==> src/include/dspm_pkg.sv <==
// Constants, field positions, reset values and pin modes for the decoder/SPI pin mux.
package dspm_pkg;

  localparam int unsigned NUM_PINS    = 3;
  localparam int unsigned PIN_PHASE_A = 0;
  localparam int unsigned PIN_PHASE_B = 1;
  localparam int unsigned PIN_INDEX   = 2;

  localparam logic [2:0] PIN_SEL_RST   = 3'h0;
  localparam logic [2:0] PULLUP_RST    = 3'h7;
  localparam logic [2:0] GPIO_EN_RST   = 3'h0;
  localparam logic [2:0] GPIO_DIR_RST  = 3'h0;
  localparam logic [2:0] GPIO_OUT_RST  = 3'h0;
  localparam logic [2:0] ALL_PINS      = 3'h7;
  localparam logic [2:0] NO_PINS       = 3'h0;
  localparam logic [2:0] DEC_IDLE_RST  = 3'h7;

  typedef enum logic [1:0] {
    MODE_NONE,
    MODE_QDEC,
    MODE_SPI,
    MODE_GPIO
  } dspm_mode_t;

endpackage : dspm_pkg

==> src/hdl/dspm_pin_mux.sv <==
// Pin sharing of three port C pins among quadrature decoder, timer B, SPI 1 and GPIO.
module dspm_pin_mux
  import dspm_pkg::*;
#(
  parameter bit FULL_VARIANT = 1'b1
)
(
  input  wire logic                clk_sys,
  input  wire logic                sys_rst,
  // Pads.
  input  wire logic [NUM_PINS-1:0] pad_in,
  output logic      [NUM_PINS-1:0] pad_out,
  output logic      [NUM_PINS-1:0] pad_oe,
  output logic      [NUM_PINS-1:0] pad_pullup_en,
  // Configuration writes.
  input  wire logic                pin_sel_wr_en,
  input  wire logic [NUM_PINS-1:0] pin_sel_wr_data,
  input  wire logic                pullup_wr_en,
  input  wire logic [NUM_PINS-1:0] pullup_wr_data,
  input  wire logic                gpio_en_wr_en,
  input  wire logic [NUM_PINS-1:0] gpio_en_wr_data,
  input  wire logic                gpio_dir_wr_en,
  input  wire logic [NUM_PINS-1:0] gpio_dir_wr_data,
  input  wire logic                gpio_out_wr_en,
  input  wire logic [NUM_PINS-1:0] gpio_out_wr_data,
  // Configuration readback.
  output logic [NUM_PINS-1:0]      system_pin_select_reg,
  output logic [NUM_PINS-1:0]      port_c_pullup_reg,
  output logic [NUM_PINS-1:0]      gpio_enable_reg,
  output logic [NUM_PINS-1:0]      gpio_direction_reg,
  output logic [NUM_PINS-1:0]      gpio_output_reg,
  output logic [NUM_PINS-1:0]      pin_configured,
  // Decoder side.
  output logic                     decoder_phase_a_in,
  output logic                     decoder_phase_b_in,
  output logic                     decoder_index_in,
  // Timer B channels 0 to 2.
  input  wire logic [NUM_PINS-1:0] timer_b_out,
  input  wire logic [NUM_PINS-1:0] timer_b_oe,
  output logic                     timer_b_chan_zero,
  output logic                     timer_b_chan_one,
  output logic                     timer_b_chan_two,
  // SPI 1.
  input  wire logic                spi_master,
  input  wire logic                spi_slave_selected,
  input  wire logic                spi_sclk_out,
  input  wire logic                spi_mosi_out,
  input  wire logic                spi_miso_out,
  output logic                     spi_sclk_in,
  output logic                     spi_mosi_in,
  output logic                     spi_miso_in,
  // GPIO readback of the pad levels.
  output logic                     port_c_bit_zero,
  output logic                     port_c_bit_one,
  output logic                     port_c_bit_two
);

  localparam logic [NUM_PINS-1:0] CONFIGURED_RST = FULL_VARIANT ? ALL_PINS : NO_PINS;

  // Configuration state.
  logic [NUM_PINS-1:0] pin_sel_q,  pin_sel_d;
  logic [NUM_PINS-1:0] pullup_q,   pullup_d;
  logic [NUM_PINS-1:0] gpio_en_q,  gpio_en_d;
  logic [NUM_PINS-1:0] gpio_dir_q, gpio_dir_d;
  logic [NUM_PINS-1:0] gpio_out_q, gpio_out_d;
  logic [NUM_PINS-1:0] cfg_ok_q,   cfg_ok_d;

  // Pad and peripheral-facing state.
  logic [NUM_PINS-1:0] pad_out_q,  pad_out_d;
  logic [NUM_PINS-1:0] pad_oe_q,   pad_oe_d;
  logic [NUM_PINS-1:0] dec_q,      dec_d;
  logic [NUM_PINS-1:0] tmr_q,      tmr_d;
  logic [NUM_PINS-1:0] spi_q,      spi_d;
  logic [NUM_PINS-1:0] gpio_in_q,  gpio_in_d;

  logic [NUM_PINS-1:0] pad_sync;
  logic [NUM_PINS-1:0] spi_out_vec;
  logic [NUM_PINS-1:0] spi_oe_vec;
  dspm_mode_t          mode [NUM_PINS];

  dspm_sync u_sync (
    .clk_sys  (clk_sys),
    .sys_rst  (sys_rst),
    .async_in (pad_in),
    .sync_out (pad_sync)
  );

  always_comb begin
    pin_sel_d  = pin_sel_q;
    pullup_d   = pullup_q;
    gpio_en_d  = gpio_en_q;
    gpio_dir_d = gpio_dir_q;
    gpio_out_d = gpio_out_q;
    cfg_ok_d   = cfg_ok_q;
    if (pin_sel_wr_en) begin
      pin_sel_d = pin_sel_wr_data;
    end
    if (pullup_wr_en) begin
      pullup_d = pullup_wr_data;
    end
    if (gpio_en_wr_en) begin
      gpio_en_d = gpio_en_wr_data;
    end
    if (gpio_dir_wr_en) begin
      gpio_dir_d = gpio_dir_wr_data;
    end
    if (gpio_out_wr_en) begin
      gpio_out_d = gpio_out_wr_data;
    end
    // Any write to the selection or the GPIO enable gives every pin a function.
    if (pin_sel_wr_en || gpio_en_wr_en) begin
      cfg_ok_d = ALL_PINS;
    end
  end

  always_ff @(posedge clk_sys or posedge sys_rst) begin
    if (sys_rst) begin
      pin_sel_q  <= PIN_SEL_RST;
      pullup_q   <= PULLUP_RST;
      gpio_en_q  <= GPIO_EN_RST;
      gpio_dir_q <= GPIO_DIR_RST;
      gpio_out_q <= GPIO_OUT_RST;
      cfg_ok_q   <= CONFIGURED_RST;
    end else begin
      pin_sel_q  <= pin_sel_d;
      pullup_q   <= pullup_d;
      gpio_en_q  <= gpio_en_d;
      gpio_dir_q <= gpio_dir_d;
      gpio_out_q <= gpio_out_d;
      cfg_ok_q   <= cfg_ok_d;
    end
  end

  // Per-pin function: GPIO enable wins over the alternate select.
  for (genvar i = 0; i < NUM_PINS; i++) begin : g_mode
    always_comb begin
      if (!cfg_ok_q[i]) begin
        mode[i] = MODE_NONE;
      end else if (gpio_en_q[i]) begin
        mode[i] = MODE_GPIO;
      end else if (pin_sel_q[i]) begin
        mode[i] = MODE_SPI;
      end else begin
        mode[i] = MODE_QDEC;
      end
    end
  end

  // SPI 1 signal and drive direction for each pin position.
  always_comb begin
    spi_out_vec[PIN_PHASE_A] = spi_sclk_out;
    spi_out_vec[PIN_PHASE_B] = spi_mosi_out;
    spi_out_vec[PIN_INDEX]   = spi_miso_out;
    spi_oe_vec[PIN_PHASE_A]  = spi_master;
    spi_oe_vec[PIN_PHASE_B]  = spi_master;
    spi_oe_vec[PIN_INDEX]    = !spi_master && spi_slave_selected;
  end

  always_comb begin
    pad_out_d = NO_PINS;
    pad_oe_d  = NO_PINS;
    dec_d     = dec_q;
    tmr_d     = tmr_q;
    spi_d     = spi_q;
    gpio_in_d = pad_sync;
    for (int i = 0; i < NUM_PINS; i++) begin
      unique case (mode[i])
        MODE_NONE: begin
          pad_oe_d[i] = 1'b0;
        end
        MODE_QDEC: begin
          dec_d[i]     = pad_sync[i];
          tmr_d[i]     = pad_sync[i];
          pad_out_d[i] = timer_b_out[i];
          pad_oe_d[i]  = timer_b_oe[i];
        end
        MODE_SPI: begin
          // Outputs of every SPI pin see the same one-cycle register delay, so the
          // half-clock lead of data over the sampling edge is kept intact.
          pad_out_d[i] = spi_out_vec[i];
          pad_oe_d[i]  = spi_oe_vec[i];
          spi_d[i]     = pad_sync[i];
        end
        MODE_GPIO: begin
          pad_out_d[i] = gpio_out_q[i];
          pad_oe_d[i]  = gpio_dir_q[i];
        end
      endcase
    end
  end

  always_ff @(posedge clk_sys or posedge sys_rst) begin
    if (sys_rst) begin
      pad_out_q <= NO_PINS;
      pad_oe_q  <= NO_PINS;
      dec_q     <= DEC_IDLE_RST;
      tmr_q     <= DEC_IDLE_RST;
      spi_q     <= DEC_IDLE_RST;
      gpio_in_q <= DEC_IDLE_RST;
    end else begin
      pad_out_q <= pad_out_d;
      pad_oe_q  <= pad_oe_d;
      dec_q     <= dec_d;
      tmr_q     <= tmr_d;
      spi_q     <= spi_d;
      gpio_in_q <= gpio_in_d;
    end
  end

  assign pad_out       = pad_out_q;
  assign pad_oe        = pad_oe_q;
  assign pad_pullup_en = pullup_q;

  assign system_pin_select_reg = pin_sel_q;
  assign port_c_pullup_reg     = pullup_q;
  assign gpio_enable_reg       = gpio_en_q;
  assign gpio_direction_reg    = gpio_dir_q;
  assign gpio_output_reg       = gpio_out_q;
  assign pin_configured        = cfg_ok_q;

  assign decoder_phase_a_in = dec_q[PIN_PHASE_A];
  assign decoder_phase_b_in = dec_q[PIN_PHASE_B];
  assign decoder_index_in   = dec_q[PIN_INDEX];

  assign timer_b_chan_zero = tmr_q[PIN_PHASE_A];
  assign timer_b_chan_one  = tmr_q[PIN_PHASE_B];
  assign timer_b_chan_two  = tmr_q[PIN_INDEX];

  assign spi_sclk_in = spi_q[PIN_PHASE_A];
  assign spi_mosi_in = spi_q[PIN_PHASE_B];
  assign spi_miso_in = spi_q[PIN_INDEX];

  assign port_c_bit_zero = gpio_in_q[PIN_PHASE_A];
  assign port_c_bit_one  = gpio_in_q[PIN_PHASE_B];
  assign port_c_bit_two  = gpio_in_q[PIN_INDEX];

endmodule : dspm_pin_mux

==> src/hdl/dspm_sync.sv <==
// Two-flop synchroniser for the pad inputs, one stage pair per bit.
module dspm_sync
  import dspm_pkg::*;
(
  input  wire logic                clk_sys,
  input  wire logic                sys_rst,
  input  wire logic [NUM_PINS-1:0] async_in,
  output logic      [NUM_PINS-1:0] sync_out
);

  for (genvar i = 0; i < NUM_PINS; i++) begin : g_bit
    logic meta_q;
    logic sync_q;

    always_ff @(posedge clk_sys or posedge sys_rst) begin
      if (sys_rst) begin
        meta_q <= 1'b1;
        sync_q <= 1'b1;
      end else begin
        meta_q <= async_in[i];
        sync_q <= meta_q;
      end
    end

    assign sync_out[i] = sync_q;
  end

endmodule : dspm_sync

==> config.mk <==
export PLATFORM = sky130hd
export DESIGN_NAME = dspm_pin_mux
export DESIGN_NICKNAME = d
export VERILOG_FILES = /design/src/include/dspm_pkg.sv /design/src/hdl/dspm_pin_mux.sv /design/src/hdl/dspm_sync.sv
export SDC_FILE = /design/constraint.sdc
export NUM_CORES = 1
export LEC_CHECK = 0
export BUFFER_PORTS_ARGS = -buffer_cell sky130_fd_sc_hd__buf_2
export CELL_PAD_IN_SITES_DETAIL_PLACEMENT = 0
export CELL_PAD_IN_SITES_GLOBAL_PLACEMENT = 1
export CORE_MARGIN = 4
export CORE_UTILIZATION = 36
export DETAILED_ROUTE_END_ITERATION = 6
export PLACE_DENSITY = 0.81
export SYNTH_ARGS = -nofsm -noshare
export SYNTH_HDL_FRONTEND = slang
export SYNTH_SLANG_ARGS = --single-unit
==> constraint.sdc <==
create_clock -name clk_sys -period 1.7 [get_ports clk_sys]
set_input_delay 0.085 -clock clk_sys [delete_from_list [all_inputs] [get_ports clk_sys]]
set_output_delay 0.085 -clock clk_sys [all_outputs]
set_load 0.05 [all_outputs]
==> results.json, run 1 <==
{
  "grt_use_met1_pct": 15.1,
  "diodes": 0,
  "finalHoldViolations": 0,
  "drtIter0Drc": 32,
  "yosysWarnings": 0,
  "cp.depth": 1,
  "cts_hold_buf": 4,
  "reg2regPathDepth": 2,
  "dieArea_mm2": 0.00494,
  "drv_cap": 0,
  "cts_max_level": 2,
  "fin_crit_sh_pct": 68.7,
  "die_h_um": 70.3,
  "cts.path.max_buffers": 2,
  "portBuffers": 71,
  "n_fill_cell": 357,
  "power.density_cell_area_mw_per_mm2": 1290,
  "crit-reg2reg-launch": "gpio_enable_reg[0]",
  "synth_compound_area_share_pct": 2.60,
  "core_mm2": 0.00372,
  "fin_setup_tns_ns": 0,
  "holdCritPathClass": "in -> reg",
  "firstDrtPassIters": 4,
  "synth_top_family_by_area": "multiplexers",
  "cts_root_buffer": "clkbuf_8",
  "drt.antenna.violating_nets": 0,
  "critical_path.startpoint": "tmr_q[1]",
  "grt-ovfl-total": 0,
  "use_met3_pct": 4.89,
  "synthCells": 95,
  "irDropWorstVdd_v": 0.000424,
  "period_needed_ns": 1.17,
  "cp-end-kind": "output port",
  "layout_commonest_cell": "buf_2",
  "regToRegSetupSlack_ns": 0.69,
  "drive_above_1_share_pct": 58.7,
  "track_usage_pct": 12.7,
  "crit_path_start_kind": "flop",
  "routabilityCongestion": 0.790,
  "layout_common_cells": "buf_2, dfstp_2, dfrtp_1",
  "path_class": "reg -> out",
  "cpPeakStageDelay_ns": 0.54,
  "clock_skew_ns": 0.00344,
  "post-route-drc-count": 0,
  "nets": 208,
  "hpwl_um": 2390,
  "synthMuxAreaShare_pct": 20.5,
  "first_global_vias": 961,
  "gr-usage-met2_pct": 20.1,
  "critPathCapture": "timer_b_chan_one",
  "cp.arrival_ns": 1.08,
  "setup_violations": 0,
  "syn_area_mm2": 0.00140,
  "postCtsSetupBuffers": 0,
  "drv_slew": 0,
  "dieWidth_um": 70.3,
  "critPathRequiredTime_ns": 1.62,
  "hold_depth": 2,
  "cp_top_family": "flip-flops",
  "synth_cell_types": 15,
  "routed_via_density": 4.28,
  "fin_ws_ns": 0.532,
  "pre_cts_ws_ns": 0.693,
  "clkLatencyLatePin_ns": 0.28,
  "grt_busiest_layer": "met2",
  "p_leak_uw": 0.000944,
  "numCtsBuffers": 5,
  "synth_area_per_cell_um2": 14.7,
  "synth-xor-area-share_pct": 0,
  "synthAdderAreaFrac_pct": 0,
  "cts_resized": 0,
  "rows": 22,
  "status": "finished clean",
  "clock_sinks": 36,
  "pin_count": 75,
  "cts.clk_slew.worst_paths_ns": 0.07,
  "start_util_pct": 37.6,
  "rsz0062_at_grt": "no",
  "critPathSlowestCell": "dfstp_2",
  "wl_um": 3030,
  "antenna_found_initial": 0,
  "ys_seq_elements": 36,
  "avgRoutedWirePerCell_um": 13.8,
  "clock.fmax_mhz": 856,
  "grt_pass1_wl_um": 4820,
  "worst-path-buf-inv": 1,
  "synthToLayoutAreaGrowth_pct": 36.3,
  "cp_max_fo": 3,
  "fin_util_pct": 51.2,
  "synth-simple-area-share_pct": 5.19,
  "r2r_end": "spi_q[0]",
  "path_cells": "buf_2",
  "vias": 941,
  "cts_tree": "done",
  "ys_seq_area_share_pct": 66.1,
  "grt_max_degree": 20
}
==> worst min-delay path by stage <==
stage	slack (ns)	endpoint	from
final	0.02	gpio_output_reg[2]	gpio_out_wr_data[2]
after detailed placement	0.13	pad_oe[1]	sys_rst
after global routing	0.0008	gpio_direction_reg[2]	gpio_dir_wr_data[2]
after floorplan	0.09	u_sync.g_bit[0].meta_q	pad_in[0]
after global placement	0.13	pad_oe[1]	sys_rst
after CTS	0.01	gpio_direction_reg[2]	gpio_dir_wr_data[2]
==> worst reg2reg max path, cell delays in order, from the launching register on <==
cell,delay [ns]
dfrtp_1,0.45
nand2b_1,0.19
mux2_4,0.30
==> layout make-up <==
type	instances	area [um^2]	share of cell area [%]
Clock buffer	7	96.3	5.06
Inverter	2	7.51	0.394
Tap cell	48	60.1	3.15
Multi-Input combinational cell	50	407	21.4
Sequential cell	36	923	48.5
Timing Repair Buffer	77	410	21.6
==> per-layer routing <==
layer	wire, um	part of all wire, %
met5	0	0
met4	54	1.8
met3	276	9.1
met2	1480	49
met1	1210	40
==> where the power goes <==
group | internal, uW | switching [uW] | total [uW]
Combinational | 198 | 565 | 763
Clock | 360 | 275 | 635
Sequential | 996 | 71.2 | 1070
Total | 1550 | 911 | 2470
==> kinds of logic (layout without fill, tap and decap cells) <==
family,Yosys count,count (layout)
other cells,1,3
simple gates,15,15
flops,36,36
compound gates,7,7
mux,25,25
buf+inv,11,86
==> synthesized netlist by cell type (all sizes together) <==
library cell / number / area (um^2)
nand2: 6 / 22.5
buf: 9 / 67.6
a31oi: 1 / 6.26
mux2: 20 / 236
nor2b: 1 / 6.26
dfrtp: 18 / 450
mux2i: 5 / 50.1
inv: 2 / 7.51
nor2: 3 / 11.3
nand2b: 4 / 25.0
conb: 1 / 3.75
dfstp: 18 / 473
nand3b: 1 / 7.51
o21ai: 6 / 30.0
==> stage by stage <==
stage / cell area [um^2] / std cells / power [uW] / hold WS (ns)
2_1_floorplan: 1410 / 97 / 1680 / 0.0895
3_3_place_gp: 1770 / 209 / 1840 / 0.127
3_5_place_dp: 1770 / 209 / 1850 / 0.134
4_1_cts: 1900 / 220 / 2500 / 0.00965
5_1_grt: 1900 / 220 / 2580 / 0.000751
6_report: 1900 / 220 / 2470 / 0.0158
Power figures use the tool's default switching activity.
==> inputs of run 2 (changes only) <==
--- a/config.mk
+++ b/config.mk
@@ -5,13 +5,14 @@
 export SDC_FILE = /design/constraint.sdc
 export NUM_CORES = 1
 export LEC_CHECK = 0
+export ABC_AREA = 1
 export BUFFER_PORTS_ARGS = -buffer_cell sky130_fd_sc_hd__buf_2
 export CELL_PAD_IN_SITES_DETAIL_PLACEMENT = 0
 export CELL_PAD_IN_SITES_GLOBAL_PLACEMENT = 1
 export CORE_MARGIN = 4
-export CORE_UTILIZATION = 36
+export CORE_UTILIZATION = 28
 export DETAILED_ROUTE_END_ITERATION = 6
-export PLACE_DENSITY = 0.81
+export PLACE_DENSITY = 0.72
 export SYNTH_ARGS = -nofsm -noshare
 export SYNTH_HDL_FRONTEND = slang
 export SYNTH_SLANG_ARGS = --single-unit
==> constraint.sdc (replaced) <==
create_clock -name clk_sys -period 1 [get_ports clk_sys]
set_input_delay 0.05 -clock clk_sys [delete_from_list [all_inputs] [get_ports clk_sys]]
set_output_delay 0.05 -clock clk_sys [all_outputs]
set_load 0.05 [all_outputs]
==> results.json, run 2 <==
{
  "clkLatencyLatePin_ns": 0.28,
  "wl_um": 3540,
  "switching_share_pct": 33.5,
  "firstDrtPassIters": 4,
  "finalHoldViolations": 0,
  "routabilityCongestion": 0.779,
  "synthFlopType": "dfstp_2",
  "period_needed_ns": 1.07,
  "met1_length_um": 1510,
  "clock.fmax_mhz": 939,
  "syn_area_mm2": 0.00139,
  "clock_skew_ns": 0.00499,
  "die_h_um": 78.5,
  "internal_power_uw": 3080,
  "antenna_found_initial": 0,
  "fin_hold_ws_ns": 0.0108,
  "p_leak_uw": 0.00120,
  "post-route-drc-count": 0,
  "rows": 25,
  "wl_met2_um": 1730,
  "hpwl_um": 2450,
  "drive_above_1_share_pct": 46.5,
  "cts_tree": "done",
  "drt.antenna.violating_nets": 0,
  "synthArstFlopShare_pct": 100,
  "path_class": "reg -> out",
  "crit_path_start_kind": "flop",
  "worst-path-buf-inv": 1,
  "cp_max_fo": 3,
  "synthCells": 140,
  "setup_violations": 18,
  "comb_power_share_pct": 31.4,
  "layout_commonest_cell": "buf_2",
  "synth_cell_types": 11,
  "status": "complete, but fails checks",
  "irDropWorstVdd_v": 0.000751,
  "portBuffers": 71,
  "yosysWarnings": 0,
  "switchingPower_uw": 1550,
  "dr_wl_met3_um": 241,
  "critPathSlowestCell": "dfstp_2",
  "layout_common_cells": "buf_2, nand2_1, dlygate4sd3_1",
  "synth_commonest_cells": "nand2_1, dfrtp_1, dfstp_2, o21ai_0, inv_1",
  "avgRoutedWirePerCell_um": 11.4,
  "yosysMostFrequentCell": "nand2_1",
  "violations": "setup timing",
  "critPathRequiredTime_ns": 0.95,
  "track_usage_pct": 12.0,
  "drv_slew": 0,
  "synthToLayoutAreaGrowth_pct": 74.1,
  "fin_ws_ns": -0.0650,
  "cts.clk_slew.worst_paths_ns": 0.07,
  "core_mm2": 0.00475,
  "nets": 280,
  "p_clk_share_pct": 29.7,
  "ys_seq_elements": 36,
  "pwr-share-seq_pct": 39.0,
  "drtIter0Drc": 27,
  "cts_root_buffer": "clkbuf_8",
  "power.density_cell_area_mw_per_mm2": 1920,
  "cts_max_level": 2,
  "first_global_vias": 1219,
  "grt_pass1_wl_um": 5720,
  "routed.top_layer": "met4",
  "synth_area_per_cell_um2": 9.93,
  "dieArea_mm2": 0.00616,
  "start_util_pct": 29.2,
  "cpPeakStageDelay_ns": 0.57,
  "drv_cap": 0,
  "rsz0062_at_grt": "yes",
  "fin_crit_sh_pct": 107,
  "synth_edf_count": 0,
  "cp-end-kind": "output port",
  "diodes": 0,
  "fin_setup_tns_ns": -0.713,
  "holdCritPathClass": "in -> reg",
  "synth_top_area_share_pct": 34.0,
  "clock_sinks": 36,
  "synth_top_cells_by_area": "dfstp_2, dfrtp_1, nand2_1",
  "path_cells": "buf_6",
  "cp_top_family": "flip-flops",
  "cts.path.max_buffers": 2,
  "synth_area_leader_cell": "dfstp_2",
  "fin_util_pct": 50.9,
  "numCtsBuffers": 5,
  "pin_count": 75,
  "cp.arrival_ns": 1.02,
  "grt_max_degree": 37,
  "vias": 1243,
  "routed_via_density": 3.98,
  "dieWidth_um": 78.5,
  "grt-ovfl-total": 0,
  "ys_seq_area_share_pct": 66.4
}
-- run 2: cell type report --
class                   count  area (um^2)
flip-flops and latches     36          932
repair buffers            104          868
clock buffers               7         96.3
inverters                  17         63.8
multi-input cells          80          345
well taps                  67         83.8
fillers                   455         2330
clock inverters             1         30.0
-- run 2: cell families after synthesis --
| kind of cell | Yosys count | synth area share (%) |
|---|---|---|
| and+or+nand+nor | 56 | 16.3 |
| DFF | 36 | 66.4 |
| buffers and inverters | 26 | 9.45 |
| AOI/OAI and AO/OA | 21 | 7.56 |
| other | 1 | 0.270 |
-- run 2: timing repair --
| item | in CTS | in global routing |
|---|---|---|
| resized for setup | 49 | 15 |
| endpoints found under the hold margin | 42 | 0 |
| setup endpoints to repair | 27 | 27 |
| setup buffers | 3 | 3 |
| hold buffers | 26 | 0 |
-- run 2: power groups by stage --
stage / sequential [uW] / clock, uW / combinational, uW
global route: 1840 / 1500 / 1530
CTS: 1800 / 1430 / 1410
finish: 1810 / 1370 / 1450
floorplan: 2320 / 0 / 370
global placement: 1800 / 0 / 1140
detailed placement: 1810 / 0 / 1150
-- run 2: path summary, 6_finish.rpt --
kind	start	endpoint	slack, ns	cells past startpoint
hold reg to reg	u_sync.g_bit[1].meta_q	u_sync.g_bit[1].sync_q	0.36	0
setup reg to reg	gpio_enable_reg[2]	pad_oe[2]	0.05	4
max in group asynchronous	sys_rst	u_sync.g_bit[0].meta_q	0.40	4
hold / removal	gpio_en_wr_en	gpio_enable_reg[1]	0.01	2
min in group asynchronous	sys_rst	pad_oe[2]	0.35	4
setup / recovery	pad_pullup_en[0]	pad_pullup_en[0]	-0.07	1
-- run 2: metrics by stage --
step           std cells  power, uW  area (um^2)  setup WS, ns
6_report             312       4640         2420       -0.0650
5_1_grt              312       4870         2420        -0.102
4_1_cts              309       4640         2360       -0.0715
3_5_place_dp         272       2950         1800         0.171
3_3_place_gp         272       2950         1800         0.175
2_1_floorplan        142       2690         1410        0.0223
-- run 2: routing by layer --
metal	GRT usage (%)	vias to the layer above
li1	-	633
met1	14.6	552
met2	19.9	51
met3	3.33	7
met4	5.42	0
met5	0	-
